$ cat src/common/gsd_regs.svh
`ifndef GSD_REGS_SVH
`define GSD_REGS_SVH

// --------------------------------------------------------------
// graphics configuration register fields
// --------------------------------------------------------------
`define GSD_GCR_RESET 8'h00
`define GSD_GCR_SP_HI 3
`define GSD_GCR_SP_LO 2
`define GSD_GCR_GX_HI 1
`define GSD_GCR_GX_LO 0
`define GSD_GCR_USED_MASK 8'h0f

// --------------------------------------------------------------
// space layout, offsets above the space base
// --------------------------------------------------------------
`define GSD_BASE_SHIFT 30
`define GSD_CTRL_LO 16'h8000
`define GSD_CTRL_SIZE 16'h8000
`define GSD_GP_LO 16'h8100
`define GSD_DC_LO 16'h8300
`define GSD_MC_LO 16'h8400
`define GSD_PM_LO 16'h8500
`define GSD_PM_HI 16'h8fff
`define GSD_GMEM_LO 24'h800000
`define GSD_GMEM_SIZE 24'h400000

// --------------------------------------------------------------
// scratchpad sizes in 16-byte lines of set 0
// --------------------------------------------------------------
`define GSD_SET0_LINES 9'h100
`define GSD_SP_LINES_2K 9'h080
`define GSD_SP_LINES_3K 9'h0c0
`define GSD_SP_LINES_4K 9'h100

// --------------------------------------------------------------
// internal register addresses and fields
// --------------------------------------------------------------
`define GSD_CREG_START0 32'hffffff0c
`define GSD_CREG_START1 32'hffffff1c
`define GSD_CREG_CURSOR0 32'hffffff2c
`define GSD_CREG_CURSOR1 32'hffffff3c
`define GSD_IDX_HI 11
`define GSD_IDX_LO 4
`define GSD_BYTE_HI 3

`endif

$ cat src/common/gsd_pkg.sv
package gsd_pkg;

   // decoded target of a space access
   typedef enum logic [2:0] {
      GSD_RGN_NONE,
      GSD_RGN_SCRATCH,
      GSD_RGN_BIU,
      GSD_RGN_GP,
      GSD_RGN_DC,
      GSD_RGN_MC,
      GSD_RGN_PM,
      GSD_RGN_GMEM
   } gsd_rgn_t;

   typedef enum logic [1:0] {GSD_IDLE, GSD_WB, GSD_FILL, GSD_REPLAY} gsd_st_t;

   typedef struct packed {
      logic valid;
      gsd_rgn_t rgn;
      logic [23:0] off;
   } gsd_dec_t;

   typedef struct packed {
      logic sel;
      logic wr;
      logic [31:0] wdata;
   } gsd_blt_req_t;

   typedef struct packed {
      logic req;
      logic we;
      logic [7:0] idx;
      logic [3:0] wmask;
      logic [127:0] wdata;
   } gsd_l1_req_t;

   typedef struct packed {
      logic we;
      logic re;
      logic [31:0] addr;
      logic [31:0] wdata;
   } gsd_creg_req_t;

   typedef struct packed {
      logic [11:0] start;
      logic [7:0] cursor;
      logic [1:0] slot;
   } gsd_agen_t;

endpackage

$ cat src/logic/gsd_blt_agen.sv
`timescale 1ns/100ps
`default_nettype none
`include "gsd_regs.svh"

module gsd_blt_agen (
   // clock and reset
   input wire logic clk_i,
   input wire logic resetn_i,
   // register writes
   input wire logic wr_start_i,
   input wire logic wr_cursor_i,
   input wire logic [11:0] wdata_i,
   // stream control
   input wire logic adv_i,
   input wire logic reload_i,
   // state
   output gsd_pkg::gsd_agen_t state_o
);
   import gsd_pkg::*;

   gsd_agen_t q, d;

   always_comb begin
      d = q;
      if (wr_start_i) begin
         d.start = wdata_i;
      end
      if (adv_i) begin
         d.slot = q.slot + 2'h1;
         if (q.slot == 2'h3) begin
            d.cursor = q.cursor + 8'h01;
         end
      end
      if (wr_cursor_i) begin
         d.cursor = wdata_i[`GSD_IDX_HI:`GSD_IDX_LO];
         d.slot = 2'h0;
      end
      if (reload_i) begin
         d.cursor = q.start[`GSD_IDX_HI:`GSD_IDX_LO];
         d.slot = q.start[`GSD_BYTE_HI:2];
      end
   end

   always_ff @(posedge clk_i) begin
      if (!resetn_i) begin
         q <= '0;
      end else begin
         q <= d;
      end
   end

   assign state_o = q;
endmodule // gsd_blt_agen
`default_nettype wire

$ cat src/logic/gsd_top.sv
`timescale 1ns/100ps
`default_nettype none
`include "gsd_regs.svh"

// Summary of operation
// - decode 32 KB control area at 8000h
// - 8000h-80FFh goes to bus interface
// - 8100h-82FFh goes to graphics pipeline
// - 8300h-83FFh goes to display controller
// - 8400h-84FFh goes to memory controller
// - 8500h-8FFFh goes to power management
// - undefined control locations complete without error
// - graphics memory is 4 MB at 800000h
// - scratchpad from set 0 shrinks cache
// - scratchpad lines stay valid, never flushed
// - nonzero size locks the scratchpad tags
// - 16-byte line buffer serves BLT traffic
// - 32-bit requests addressed from start and cursor
// - cursor advances after the access to the last word of a line
// - reload copies start into cursor
// - start register locates buffer first byte
// - cursor register holds current line
// - start holds index and byte, cursor index
// - size field 00/01/10/11 = 0/2/3/4 KB
// - base field 00 off, else 40/80/C0 000000h
module gsd_top (
   // clock and reset
   input wire logic clk_i,
   input wire logic resetn_i,
   // graphics configuration register
   input wire logic cfg_we_i,
   input wire logic [7:0] cfg_wdata_i,
   output logic [7:0] cfg_rdata_o,
   output logic gfx_insn_en_o,
   output logic sp_tag_lock_o,
   output logic [8:0] sp_lines_o,
   output logic [8:0] cache_lines_o,
   // memory space decode
   input wire logic mem_valid_i,
   input wire logic [31:0] mem_addr_i,
   output gsd_pkg::gsd_dec_t dec_o,
   // set 0 line protection query
   input wire logic [7:0] l1_line_i,
   output logic l1_keep_o,
   // internal register access
   input wire gsd_pkg::gsd_creg_req_t creg_i,
   output logic [31:0] creg_rdata_o,
   output logic creg_rvalid_o,
   // graphics pipeline blt stream
   input wire logic blt_valid_i,
   input wire gsd_pkg::gsd_blt_req_t blt_i,
   input wire logic [1:0] blt_reload_i,
   output logic blt_ready_o,
   output logic blt_ack_o,
   output logic [11:0] blt_addr_o,
   output logic blt_rvalid_o,
   output logic [31:0] blt_rdata_o,
   // l1 set 0 array port
   output gsd_pkg::gsd_l1_req_t l1_o,
   input wire logic l1_ack_i,
   input wire logic [127:0] l1_rdata_i
);
   import gsd_pkg::*;

   typedef struct packed {
      logic [7:0] graphics_config_reg;
      logic [8:0] sp_lines;
      logic [8:0] cache_lines;
      logic tag_lock;
      logic keep;
      gsd_dec_t dec;
      logic [31:0] creg_rdata;
      logic creg_rvalid;
      gsd_st_t st;
      gsd_blt_req_t pend;
      logic [7:0] lb_idx;
      logic lb_own;
      logic [3:0] lb_wvld;
      logic [3:0] lb_dirty;
      logic [127:0] lb_data;
      logic blt_ready;
      logic blt_ack;
      logic [11:0] blt_addr;
      logic blt_rvalid;
      logic [31:0] blt_rdata;
      gsd_l1_req_t l1;
   } gsd_state_t;

   gsd_state_t q, d;
   gsd_agen_t ag [2];
   logic [1:0] adv;
   logic in_space;
   logic take;
   logic line_hit;
   gsd_blt_req_t cur_req;
   gsd_agen_t cur;

   // --------------------------------------------------------------
   // blt buffer address generators
   // --------------------------------------------------------------
   genvar gi;
   generate
      for (gi = 0; gi < 2; gi++) begin : g_buf
         localparam logic [31:0] START_A = (gi == 0) ? `GSD_CREG_START0 : `GSD_CREG_START1;
         localparam logic [31:0] CURS_A = (gi == 0) ? `GSD_CREG_CURSOR0 : `GSD_CREG_CURSOR1;
         // written only through the special register port
         gsd_blt_agen u_agen (
            .clk_i(clk_i),
            .resetn_i(resetn_i),
            .wr_start_i(creg_i.we && creg_i.addr == START_A),
            .wr_cursor_i(creg_i.we && creg_i.addr == CURS_A),
            .wdata_i(creg_i.wdata[11:0]),
            .adv_i(adv[gi]),
            .reload_i(blt_reload_i[gi]),
            .state_o(ag[gi])
         );
      end
   endgenerate

   // --------------------------------------------------------------
   // next state
   // --------------------------------------------------------------
   always_comb begin
      d = q;
      adv = 2'b00;

      // configuration, reserved bits kept zero
      if (cfg_we_i) begin
         d.graphics_config_reg = cfg_wdata_i & `GSD_GCR_USED_MASK;
      end
      case (q.graphics_config_reg[`GSD_GCR_SP_HI:`GSD_GCR_SP_LO])
         2'h1: d.sp_lines = `GSD_SP_LINES_2K;
         2'h2: d.sp_lines = `GSD_SP_LINES_3K;
         2'h3: d.sp_lines = `GSD_SP_LINES_4K;
         default: d.sp_lines = 9'h000;
      endcase
      d.cache_lines = `GSD_SET0_LINES - q.sp_lines;
      d.tag_lock = q.sp_lines != 9'h000;
      // scratchpad occupies the top lines of set 0
      d.keep = q.tag_lock &&
         ({1'b0, l1_line_i} >= `GSD_SET0_LINES - q.sp_lines);

      // space decode, always answered the cycle after the access
      in_space = q.graphics_config_reg[`GSD_GCR_GX_HI:`GSD_GCR_GX_LO] != 2'h0 &&
         mem_addr_i[31:`GSD_BASE_SHIFT] == q.graphics_config_reg[`GSD_GCR_GX_HI:`GSD_GCR_GX_LO] &&
         mem_addr_i[29:24] == 6'h00;
      d.dec.valid = mem_valid_i;
      d.dec.off = mem_addr_i[23:0];
      // bits 22:16 are not decoded inside the control half
      if (!in_space) begin
         d.dec.rgn = GSD_RGN_NONE;
      end else if (mem_addr_i[23]) begin
         d.dec.rgn = mem_addr_i[22] ? GSD_RGN_NONE : GSD_RGN_GMEM;
      end else if (!mem_addr_i[15]) begin
         d.dec.rgn = GSD_RGN_SCRATCH;
      end else if (mem_addr_i[15:0] < `GSD_GP_LO) begin
         d.dec.rgn = GSD_RGN_BIU;
      end else if (mem_addr_i[15:0] < `GSD_DC_LO) begin
         d.dec.rgn = GSD_RGN_GP;
      end else if (mem_addr_i[15:0] < `GSD_MC_LO) begin
         d.dec.rgn = GSD_RGN_DC;
      end else if (mem_addr_i[15:0] < `GSD_PM_LO) begin
         d.dec.rgn = GSD_RGN_MC;
      end else if (mem_addr_i[15:0] <= `GSD_PM_HI) begin
         d.dec.rgn = GSD_RGN_PM;
      end else begin
         d.dec.rgn = GSD_RGN_NONE;
      end

      // internal register reads, reserved bits read zero
      d.creg_rvalid = creg_i.re;
      case (creg_i.addr)
         `GSD_CREG_START0: d.creg_rdata = {20'h0, ag[0].start};
         `GSD_CREG_START1: d.creg_rdata = {20'h0, ag[1].start};
         `GSD_CREG_CURSOR0: d.creg_rdata = {20'h0, ag[0].cursor, 4'h0};
         `GSD_CREG_CURSOR1: d.creg_rdata = {20'h0, ag[1].cursor, 4'h0};
         default: d.creg_rdata = 32'h0;
      endcase

      // blt stream through the line buffer
      d.blt_ack = 1'b0;
      d.blt_rvalid = 1'b0;
      // a missed request is parked in pend and replayed once the array answers
      take = (q.st == GSD_IDLE && blt_valid_i && q.blt_ready) || q.st == GSD_REPLAY;
      cur_req = (q.st == GSD_REPLAY) ? q.pend : blt_i;
      cur = ag[cur_req.sel];
      line_hit = q.lb_wvld != 4'h0 && q.lb_own == cur_req.sel && q.lb_idx == cur.cursor;
      if (take) begin
         d.pend = cur_req;
         if (cur_req.wr && (line_hit || q.lb_dirty == 4'h0)) begin
            if (!line_hit) begin
               d.lb_wvld = 4'h0;
               d.lb_dirty = 4'h0;
               d.lb_idx = cur.cursor;
               d.lb_own = cur_req.sel;
            end
            d.lb_data[{cur.slot, 5'h00} +: 32] = cur_req.wdata;
            d.lb_wvld[cur.slot] = 1'b1;
            d.lb_dirty[cur.slot] = 1'b1;
         end else if (!cur_req.wr && line_hit && q.lb_wvld[cur.slot]) begin
            d.blt_rdata = q.lb_data[{cur.slot, 5'h00} +: 32];
            d.blt_rvalid = 1'b1;
         end else if (q.lb_dirty != 4'h0) begin
            d.l1.req = 1'b1;
            d.l1.we = 1'b1;
            d.l1.idx = q.lb_idx;
            d.l1.wmask = q.lb_dirty;
            d.l1.wdata = q.lb_data;
            d.st = GSD_WB;
            d.blt_ready = 1'b0;
         end else begin
            d.l1.req = 1'b1;
            d.l1.we = 1'b0;
            d.l1.idx = cur.cursor;
            d.l1.wmask = 4'h0;
            d.st = GSD_FILL;
            d.blt_ready = 1'b0;
         end
         if (d.st == q.st && q.st == GSD_IDLE || q.st == GSD_REPLAY && d.st == GSD_REPLAY) begin
            adv[cur_req.sel] = 1'b1;
            d.blt_ack = 1'b1;
            d.blt_addr = {cur.cursor, cur.slot, 2'b00};
            d.st = GSD_IDLE;
            d.blt_ready = 1'b1;
         end
      end else if (q.st == GSD_WB && l1_ack_i) begin
         d.l1.req = 1'b0;
         d.lb_dirty = 4'h0;
         d.lb_wvld = 4'h0;
         d.st = GSD_REPLAY;
      end else if (q.st == GSD_FILL && l1_ack_i) begin
         d.l1.req = 1'b0;
         d.lb_data = l1_rdata_i;
         d.lb_wvld = 4'hf;
         d.lb_dirty = 4'h0;
         d.lb_idx = q.l1.idx;
         d.lb_own = q.pend.sel;
         d.st = GSD_REPLAY;
      end
   end

   // --------------------------------------------------------------
   // state register
   // --------------------------------------------------------------
   always_ff @(posedge clk_i) begin
      if (!resetn_i) begin
         q <= '0;
         q.graphics_config_reg <= `GSD_GCR_RESET;
         q.cache_lines <= `GSD_SET0_LINES;
         // ready already while reset is held
         q.blt_ready <= 1'b1;
      end else begin
         q <= d;
      end
   end

   assign cfg_rdata_o = q.graphics_config_reg;
   assign gfx_insn_en_o = q.tag_lock;
   assign sp_tag_lock_o = q.tag_lock;
   assign sp_lines_o = q.sp_lines;
   assign cache_lines_o = q.cache_lines;
   assign dec_o = q.dec;
   assign l1_keep_o = q.keep;
   assign creg_rdata_o = q.creg_rdata;
   assign creg_rvalid_o = q.creg_rvalid;
   assign blt_ready_o = q.blt_ready;
   assign blt_ack_o = q.blt_ack;
   assign blt_addr_o = q.blt_addr;
   assign blt_rvalid_o = q.blt_rvalid;
   assign blt_rdata_o = q.blt_rdata;
   assign l1_o = q.l1;
endmodule // gsd_top
`default_nettype wire

$ cat config.mk
export PLATFORM = sky130hd
export DESIGN_NAME = gsd_top
export DESIGN_NICKNAME = d
export VERILOG_FILES = /design/src/common/gsd_pkg.sv /design/src/logic/gsd_blt_agen.sv /design/src/logic/gsd_top.sv
export VERILOG_INCLUDE_DIRS = /design/src /design/src/common
export SDC_FILE = /design/constraint.sdc
export NUM_CORES = 1
export LEC_CHECK = 0
export BUFFER_PORTS_ARGS = -buffer_cell sky130_fd_sc_hd__buf_4
export CAP_MARGIN = 40
export CORE_AREA = 2 2 221 223
export CTS_BUF_LIST = sky130_fd_sc_hd__clkbuf_16
export DETAILED_ROUTE_END_ITERATION = 16
export DIE_AREA = 0 0 223 225
export PLACE_DENSITY = 0.72
export SYNTH_ARGS = -nofsm -noshare
export SYNTH_HDL_FRONTEND = slang
export SYNTH_SLANG_ARGS = --single-unit
$ cat constraint.sdc
create_clock -name clk_i -period 4.1 [get_ports clk_i]
set_input_delay 0.205 -clock clk_i [delete_from_list [all_inputs] [get_ports clk_i]]
set_output_delay 0.205 -clock clk_i [all_outputs]
set_load 0.01 [all_outputs]
==> results of run 1 <==
==> registers in the layout, indices dropped and copies added (netlist names) <==
signal / cells
blt_ack_o: 1
blt_addr_o: 10
blt_rdata_o: 32
blt_ready_o: 1
blt_rvalid_o: 1
cache_lines_o: 3
cfg_rdata_o: 4
creg_rdata_o: 12
creg_rvalid_o: 1
dec_o: 28
g_buf.u_agen.state_o: 44
gfx_insn_en_o: 1
l1_keep_o: 1
l1_o: 142
q: 181
sp_lines_o: 3
==> final cells by class <==
class / instances / area, um^2 / share of cell area
Antenna cell: 3 / 7.51 / 0.000272
Clock buffer: 51 / 1280 / 0.0463
Clock inverter: 41 / 253 / 0.00917
Inverter: 11 / 48.8 / 0.00177
Multi-Input combinational cell: 1700 / 10500 / 0.383
Sequential cell: 465 / 9310 / 0.338
Tap cell: 615 / 769 / 0.0279
Timing Repair Buffer: 657 / 5350 / 0.194
==> worst register-to-register path, cell delays in order (launching register included) <==
cell     delay (ns)
dfxtp_1        0.55
and3_1         0.52
nor2_2         0.17
mux2i_4        0.23
inv_2          0.45
nand3_1        0.21
nand2_1        0.32
o32a_1         0.33
o21a_1         0.56
mux2i_1        0.27
==> through the flow <==
step                      hold WS [ns]  std cells  power, mW
after floorplan                  0.332       2674       8.16
after global placement           0.414       3345       9.24
after detailed placement         0.416       3346       9.39
after CTS                      0.00111       3540       13.7
after global routing            0.0223       3543       14.4
final                           0.0201       3543       13.8
==> cells in the final DEF, fill, tap and decap left out, drive strengths merged, types with 3 or more instances in the layout <==
cell type / n
and3: 17
nor3: 35
dfxtp: 465
a211oi: 130
a21oi: 83
a22oi: 148
a21boi: 4
nand3: 173
xnor2: 13
mux2: 33
diode: 3
ha: 15
mux2i: 184
and2: 33
nand4: 6
nand2b: 12
o21ai: 48
inv: 21
nor4: 14
clkinvlp: 3
dlygate4sd3: 102
a32o: 9
buf: 555
o211ai: 8
nand2: 287
xor2: 5
clkinv: 26
nor2: 236
a31oi: 137
clkbuf: 51
conb: 38
==> power by group through the flow <==
| stage | registers (mW) | logic [mW] | clock network (mW) |
|---|---|---|---|
| 6_report | 5.51 | 3.98 | 4.31 |
| 5_1_grt | 5.56 | 4.25 | 4.55 |
| 4_1_cts | 5.49 | 3.89 | 4.37 |
| 3_5_place_dp | 5.59 | 3.80 | 0 |
| 3_3_place_gp | 5.56 | 3.67 | 0 |
| 2_1_floorplan | 5.43 | 2.73 | 0 |
==> logic make-up after synthesis <==
group	share of synthesized area
muxes	0.0977
DFF	0.410
AOI/OAI and AO/OA	0.177
and+or+nand+nor	0.164
other	0.000165
xor gates and xnor gates	0.00695
buffers and inverters	0.136
adders and majority gates	0.00827
==> routing by layer <==
layer | vias to the layer above | track usage
met5 | - | 0
li1 | 9572 | -
met1 | 10100 | 0.366
met4 | 6 | 0.161
met3 | 237 | 0.0734
met2 | 1219 | 0.505
==> worst paths after layout <==
path              startpoint  slack, ns  cells past startpoint                          to
max                   q[368]       0.40                      9  g_buf[0].u_agen.state_o[4]
min          l1_rdata_i[100]       0.02                      3                      q[289]
max reg2reg           q[368]       0.40                      9  g_buf[0].u_agen.state_o[4]
min reg2reg  blt_rdata_o[20]       0.46                      2             blt_rdata_o[20]
==> impl_results.md, run 1 <==
- Status: finished, final reports clean
- YS warnings: 0
- TNS Setup: 0 ns
- ANT nets after route: 0
- Drt initial violations: between 1500 and 2000
- Gpl congestion: about 0.9
- Fin crit share: 0.903
- Num ports: between 500 and 600
- Global-route wire length before repair: about 120 mm
- IO buf count: 500
- Fin worst setup slack: 0.399 ns
- Count of final max-slew check failures: 0
- Crit. End Element: flip-flop
- Routed len/inst: roughly 23 um
- Number of synthesized flops with an enable pin: 0
- PD cells: 501 nW/um^2
- Syn Inst Count: approximately 2600
- DP HPWL: 53.5 mm
- Worst Path Buf+Inv: 1
- Initial Util: 0.477
- Chip height: between 200 and 250 um
- Share of async-settable or async-resettable flops after synthesis: 0
- CTS sink cnt: between 400 and 500
- Vias per Instance: 5.96
- Switching share of power: 0.348
- Skew final: about 0.017 ns
- Pre-antenna DRT Iters: 6
- Filler instances: between 4000 and 5000
- Synth cell count leaders: 465 x dfxtp_1, 288 x buf_4, 287 x nand2_1
- Synth Register Bits: approximately 470
- Number of global-route vias before repair: 20400
- Top cells by area, synth: dfxtp_1 41%, buf_4 9.5%, mux2i_1 8.1%
- Mapped cell area: approximately 23000 um^2
- CTS clock-pin slew for the worst setup and hold paths: around 0.060 ns
- Number of buffers created by CTS: approximately 50
- Highest metal used: met5
- Synth area leader: dfxtp_1
- Layout cell share with drive strength beyond 1: 0.241
- Routed length on met2: approximately 38 mm
- Util after Layout: 0.579
- Arrival @ worst endpoint: approximately 4.2 ns
- Largest net degree at the start of global routing: 130
- CTS Hold Bufs: around 100
- Synth cell types: 65
- Type of origin of the critical path: flip-flop
- Max-cap viol count: 0
- Share of the synthesized area in the top cell type: 0.410
- Sequential area share after synthesis: 0.410
- CTS tree: yes
- Layout Nets: between 3000 and 4000
- Worst Path Required: about 4.6 ns
- Net Switching: 4.80 mW
- Total GRT Usage: 0.304
- Placed cell areas: about 25000 um^2
- Crit path max fanout: 21
- Critical path cell sequence: and3_1 -> nor2_2 -> mux2i_4 -> inv_2 -> nand3_1 -> nand2_1 -> o32a_1 -> o21a_1 -> mux2i_1
- Final Hold Viols: 0
- RSZ-0062 raised after global routing: false
- Clock Power Share: 0.312
- P_int: around 9 mW
- Worst vdd ir: roughly 0.36 mV
- Fmax: about 270 MHz
- Mean Syn Cell Area: roughly 8.6 um^2
- Total grt overflow: 0
- Number of remaining DRC errors: 0
- Via count: 21100
- Min Clock Period, post-route: approximately 3.7 ns
- Logic pwr share: 0.288
- Setup bufs post-CTS: 0
- Top delay family on crit path: simple AND/OR/NAND/NOR gates
- Routed WL: ~80 mm
- Most frequent cell after synthesis: dfxtp_1
- Root Driver: clkbuf_16
- Critical path class: flip-flop to flip-flop
- Max-slew headroom: 0.441
- Post-Place Worst Slack: 0.509 ns
- Core Region: 47500 um^2
- Ys flop type: dfxtp_1
- Initial antenna violation count: 6
- Gates resized, CTS repair: 0
- Crit path max-delay cell type: o21a_1
- DR WL met3: ~7.5 mm
- Least-Margin Pin Slew: 0.838 ns
- DRT met1 WL: a little over 30 mm
- Setup-failing EPs final: 0
- Clk_lat worst skew: approximately 0.6 ns
- Worst Hold Class: input pin to flip-flop
- Die Span X: about 220 um
- Clk buf depth: 3
- P&R area growth vs syn: 21.4%
- Fin area: between 20000 and 30000 um^2
- CP peak stage delay: roughly 0.56 ns
- LEAKAGE: 12.0 nW
- CTS HTree Levels: 2
- DIE AREA: 50200 um^2
- Seq pwr share: 0.400
- FP Rows: 80
Power figures use the tool's default switching activity.
==> inputs of run 2 (changes only) <==
==> constraint.sdc (replaced) <==
create_clock -name clk_i -period 4.1 [get_ports clk_i]
set_input_delay 0.41 -clock clk_i [delete_from_list [all_inputs] [get_ports clk_i]]
set_output_delay 0.41 -clock clk_i [all_outputs]
set_load 0.01 [all_outputs]
==> impl_results.md, run 2 (synthesis gave the netlist of run 1 again) <==
- Crit path max fanout: 60
- ANT nets after route: 0
- Type of origin of the critical path: flip-flop
- Area of the multi-input gates: between 10000 and 15000 um^2
- Hold EP: dec_o[18]
- Worst hold margin: roughly 0.026 ns
- CTS sink cnt: between 400 and 500
- Crit. End Element: flip-flop
- Biggest register: q
- Clk buf depth: 3
- DIE AREA: 50200 um^2
- Pre-antenna DRT Iters: 8
- Filler instances: 4244
- Die Span X: around 220 um
- CTS HTree Levels: 2
- Commonest non-fill, non-tap cell in the layout: buf_4
- Root Driver: clkbuf_16
- Fin cells: 3443
- Largest net degree at the start of global routing: roughly 130
- Worst vdd ir: between 0.3 and 0.4 mV
- Status: finished, final reports clean
- Worst Path Required: 4.59 ns
- Drt initial violations: 2112
- IO buf count: 500
- Gpl congestion: 0.879
- Least-Margin Pin Slew: 0.903 ns
- Core Region: about 48000 um^2
- Largest register FFs: roughly 180
- Number of global-route vias before repair: 19100
- LEAKAGE: between 10 and 15 nW
- Setup-failing EPs final: 0
- Fmax: about 270 MHz
- CTS tree: yes
- R2R setup slack: 0.39 ns
- Count of final max-slew check failures: 0
- Hold path cells: 2
- Via count: 20300
- Worst R2R Start: q[368]
- Global-route wire length before repair: between 100 and 150 mm
- Number of cells in the design after placement: roughly 3300
- Hold path startpoint: mem_addr_i[18]
- Initial antenna violation count: 6
- Skew final: between 0.01 and 0.015 ns
- Number of buffers created by CTS: 50
- Chip height: 225 um
- Routed len/inst: roughly 23 um
- Arrival @ worst endpoint: between 4 and 5 ns
- RR Endpoint: q[273]
- Util after Layout: 0.559
- Max-cap viol count: 0
- Max-slew headroom: 0.398
- Fin crit share: 0.906
- Vias per Instance: 5.89
- Critical path class: flip-flop to flip-flop
- DP HPWL: about 53 mm
- Min Clock Period, post-route: 3.71 ns
- FF/Latch Area: about 9300 um^2
- Routed WL: approximately 80 mm
- Most frequent cells in the layout: 543 x buf_4, 465 x dfxtp_1, 285 x nand2_1
- RSZ-0062 raised after global routing: false
- FP Rows: 80
- CTS clock-pin slew for the worst setup and hold paths: 0.06 ns
- Initial Util: 0.477
- Worst Hold Class: input pin to flip-flop
- Total GRT Usage: 0.295
- TNS Setup: 0 ns
- PD cells: ~520 nW/um^2
- Layout Nets: a little over 3000
- Fin area: approximately 27000 um^2
- Num ports: around 560
- Total grt overflow: 0
- P&R area growth vs syn: 17.2%
- Layout cell share with drive strength beyond 1: 0.248
- Number of remaining DRC errors: 0
- Placed cell areas: about 25000 um^2
- Clk_lat worst skew: 0.60 ns
- Final Hold Viols: 0
- Register-to-Register Path Depth: 9
==> run 2: changes by cell type in the layout (fill, tap and decap cells not counted), sizes merged, moves of 3 or more <==
cell / previous run / this run
bufinv: 2 / 5
inv: 21 / 24
clkinv: 26 / 19
dlygate4sd3: 102 / 3
buf: 555 / 552
==> run 2: worst max-delay path, stage by stage, from the launching register on <==
cell      delay, ns
dfxtp_1        0.55
nand3_1        0.39
nand3_1        0.36
a21oi_1        0.16
nor4_4         0.41
a41oi_4        0.29
o21bai_4       0.30
buf_4          0.60
a31oi_1        0.17
a211oi_1       0.30
==> run 2: cell type report <==
type	count	area share
Sequential cell	465	0.350
Timing Repair Buffer	555	0.161
Tap cell	615	0.0289
Clock buffer	53	0.0499
Inverter	11	0.00183
Multi-Input combinational cell	1700	0.396
Clock inverter	39	0.0115
Antenna cell	5	0.000470
==> run 2: stage by stage <==
stage / total power, mW / setup WS [ns]
2_1_floorplan: 8.16 / 0.813
6_report: 13.9 / 0.386
3_5_place_dp: 9.33 / 0.490
4_1_cts: 13.8 / 0.461
3_3_place_gp: 9.22 / 0.596
5_1_grt: 14.4 / 0.109
==> run 2: layer usage <==
layer  global-route usage  routed length (um)
met2                0.485               36500
met4                0.137                3590
met3               0.0842                7930
met5                    0                  30
met1                0.357               29700
==> run 2: worst max path at each step <==
stage,from,to,slack (ns)
after floorplan,q[368],q[316],0.81
after global placement,q[368],blt_rdata_o[24],0.60
after detailed placement,q[368],l1_o[54],0.49
after CTS,q[368],l1_o[54],0.46
after global routing,q[368],q[207],0.11
final,q[368],q[273],0.39
==> run 2: what timing repair did <==
action                    4_1_cts  5_1_grt
setup buffers                   0        0
hold buffers                    3        0
hold endpoints to repair        3        0
resized for setup               0        0
==> run 2: power breakdown <==
group | leakage, nW | switching, mW | internal [mW]
logic | 6.99 | 2.38 | 1.45
registers | 3.78 | 0.445 | 5.07
clock network | 0.844 | 1.90 | 2.64
total | 11.6 | 4.73 | 9.15
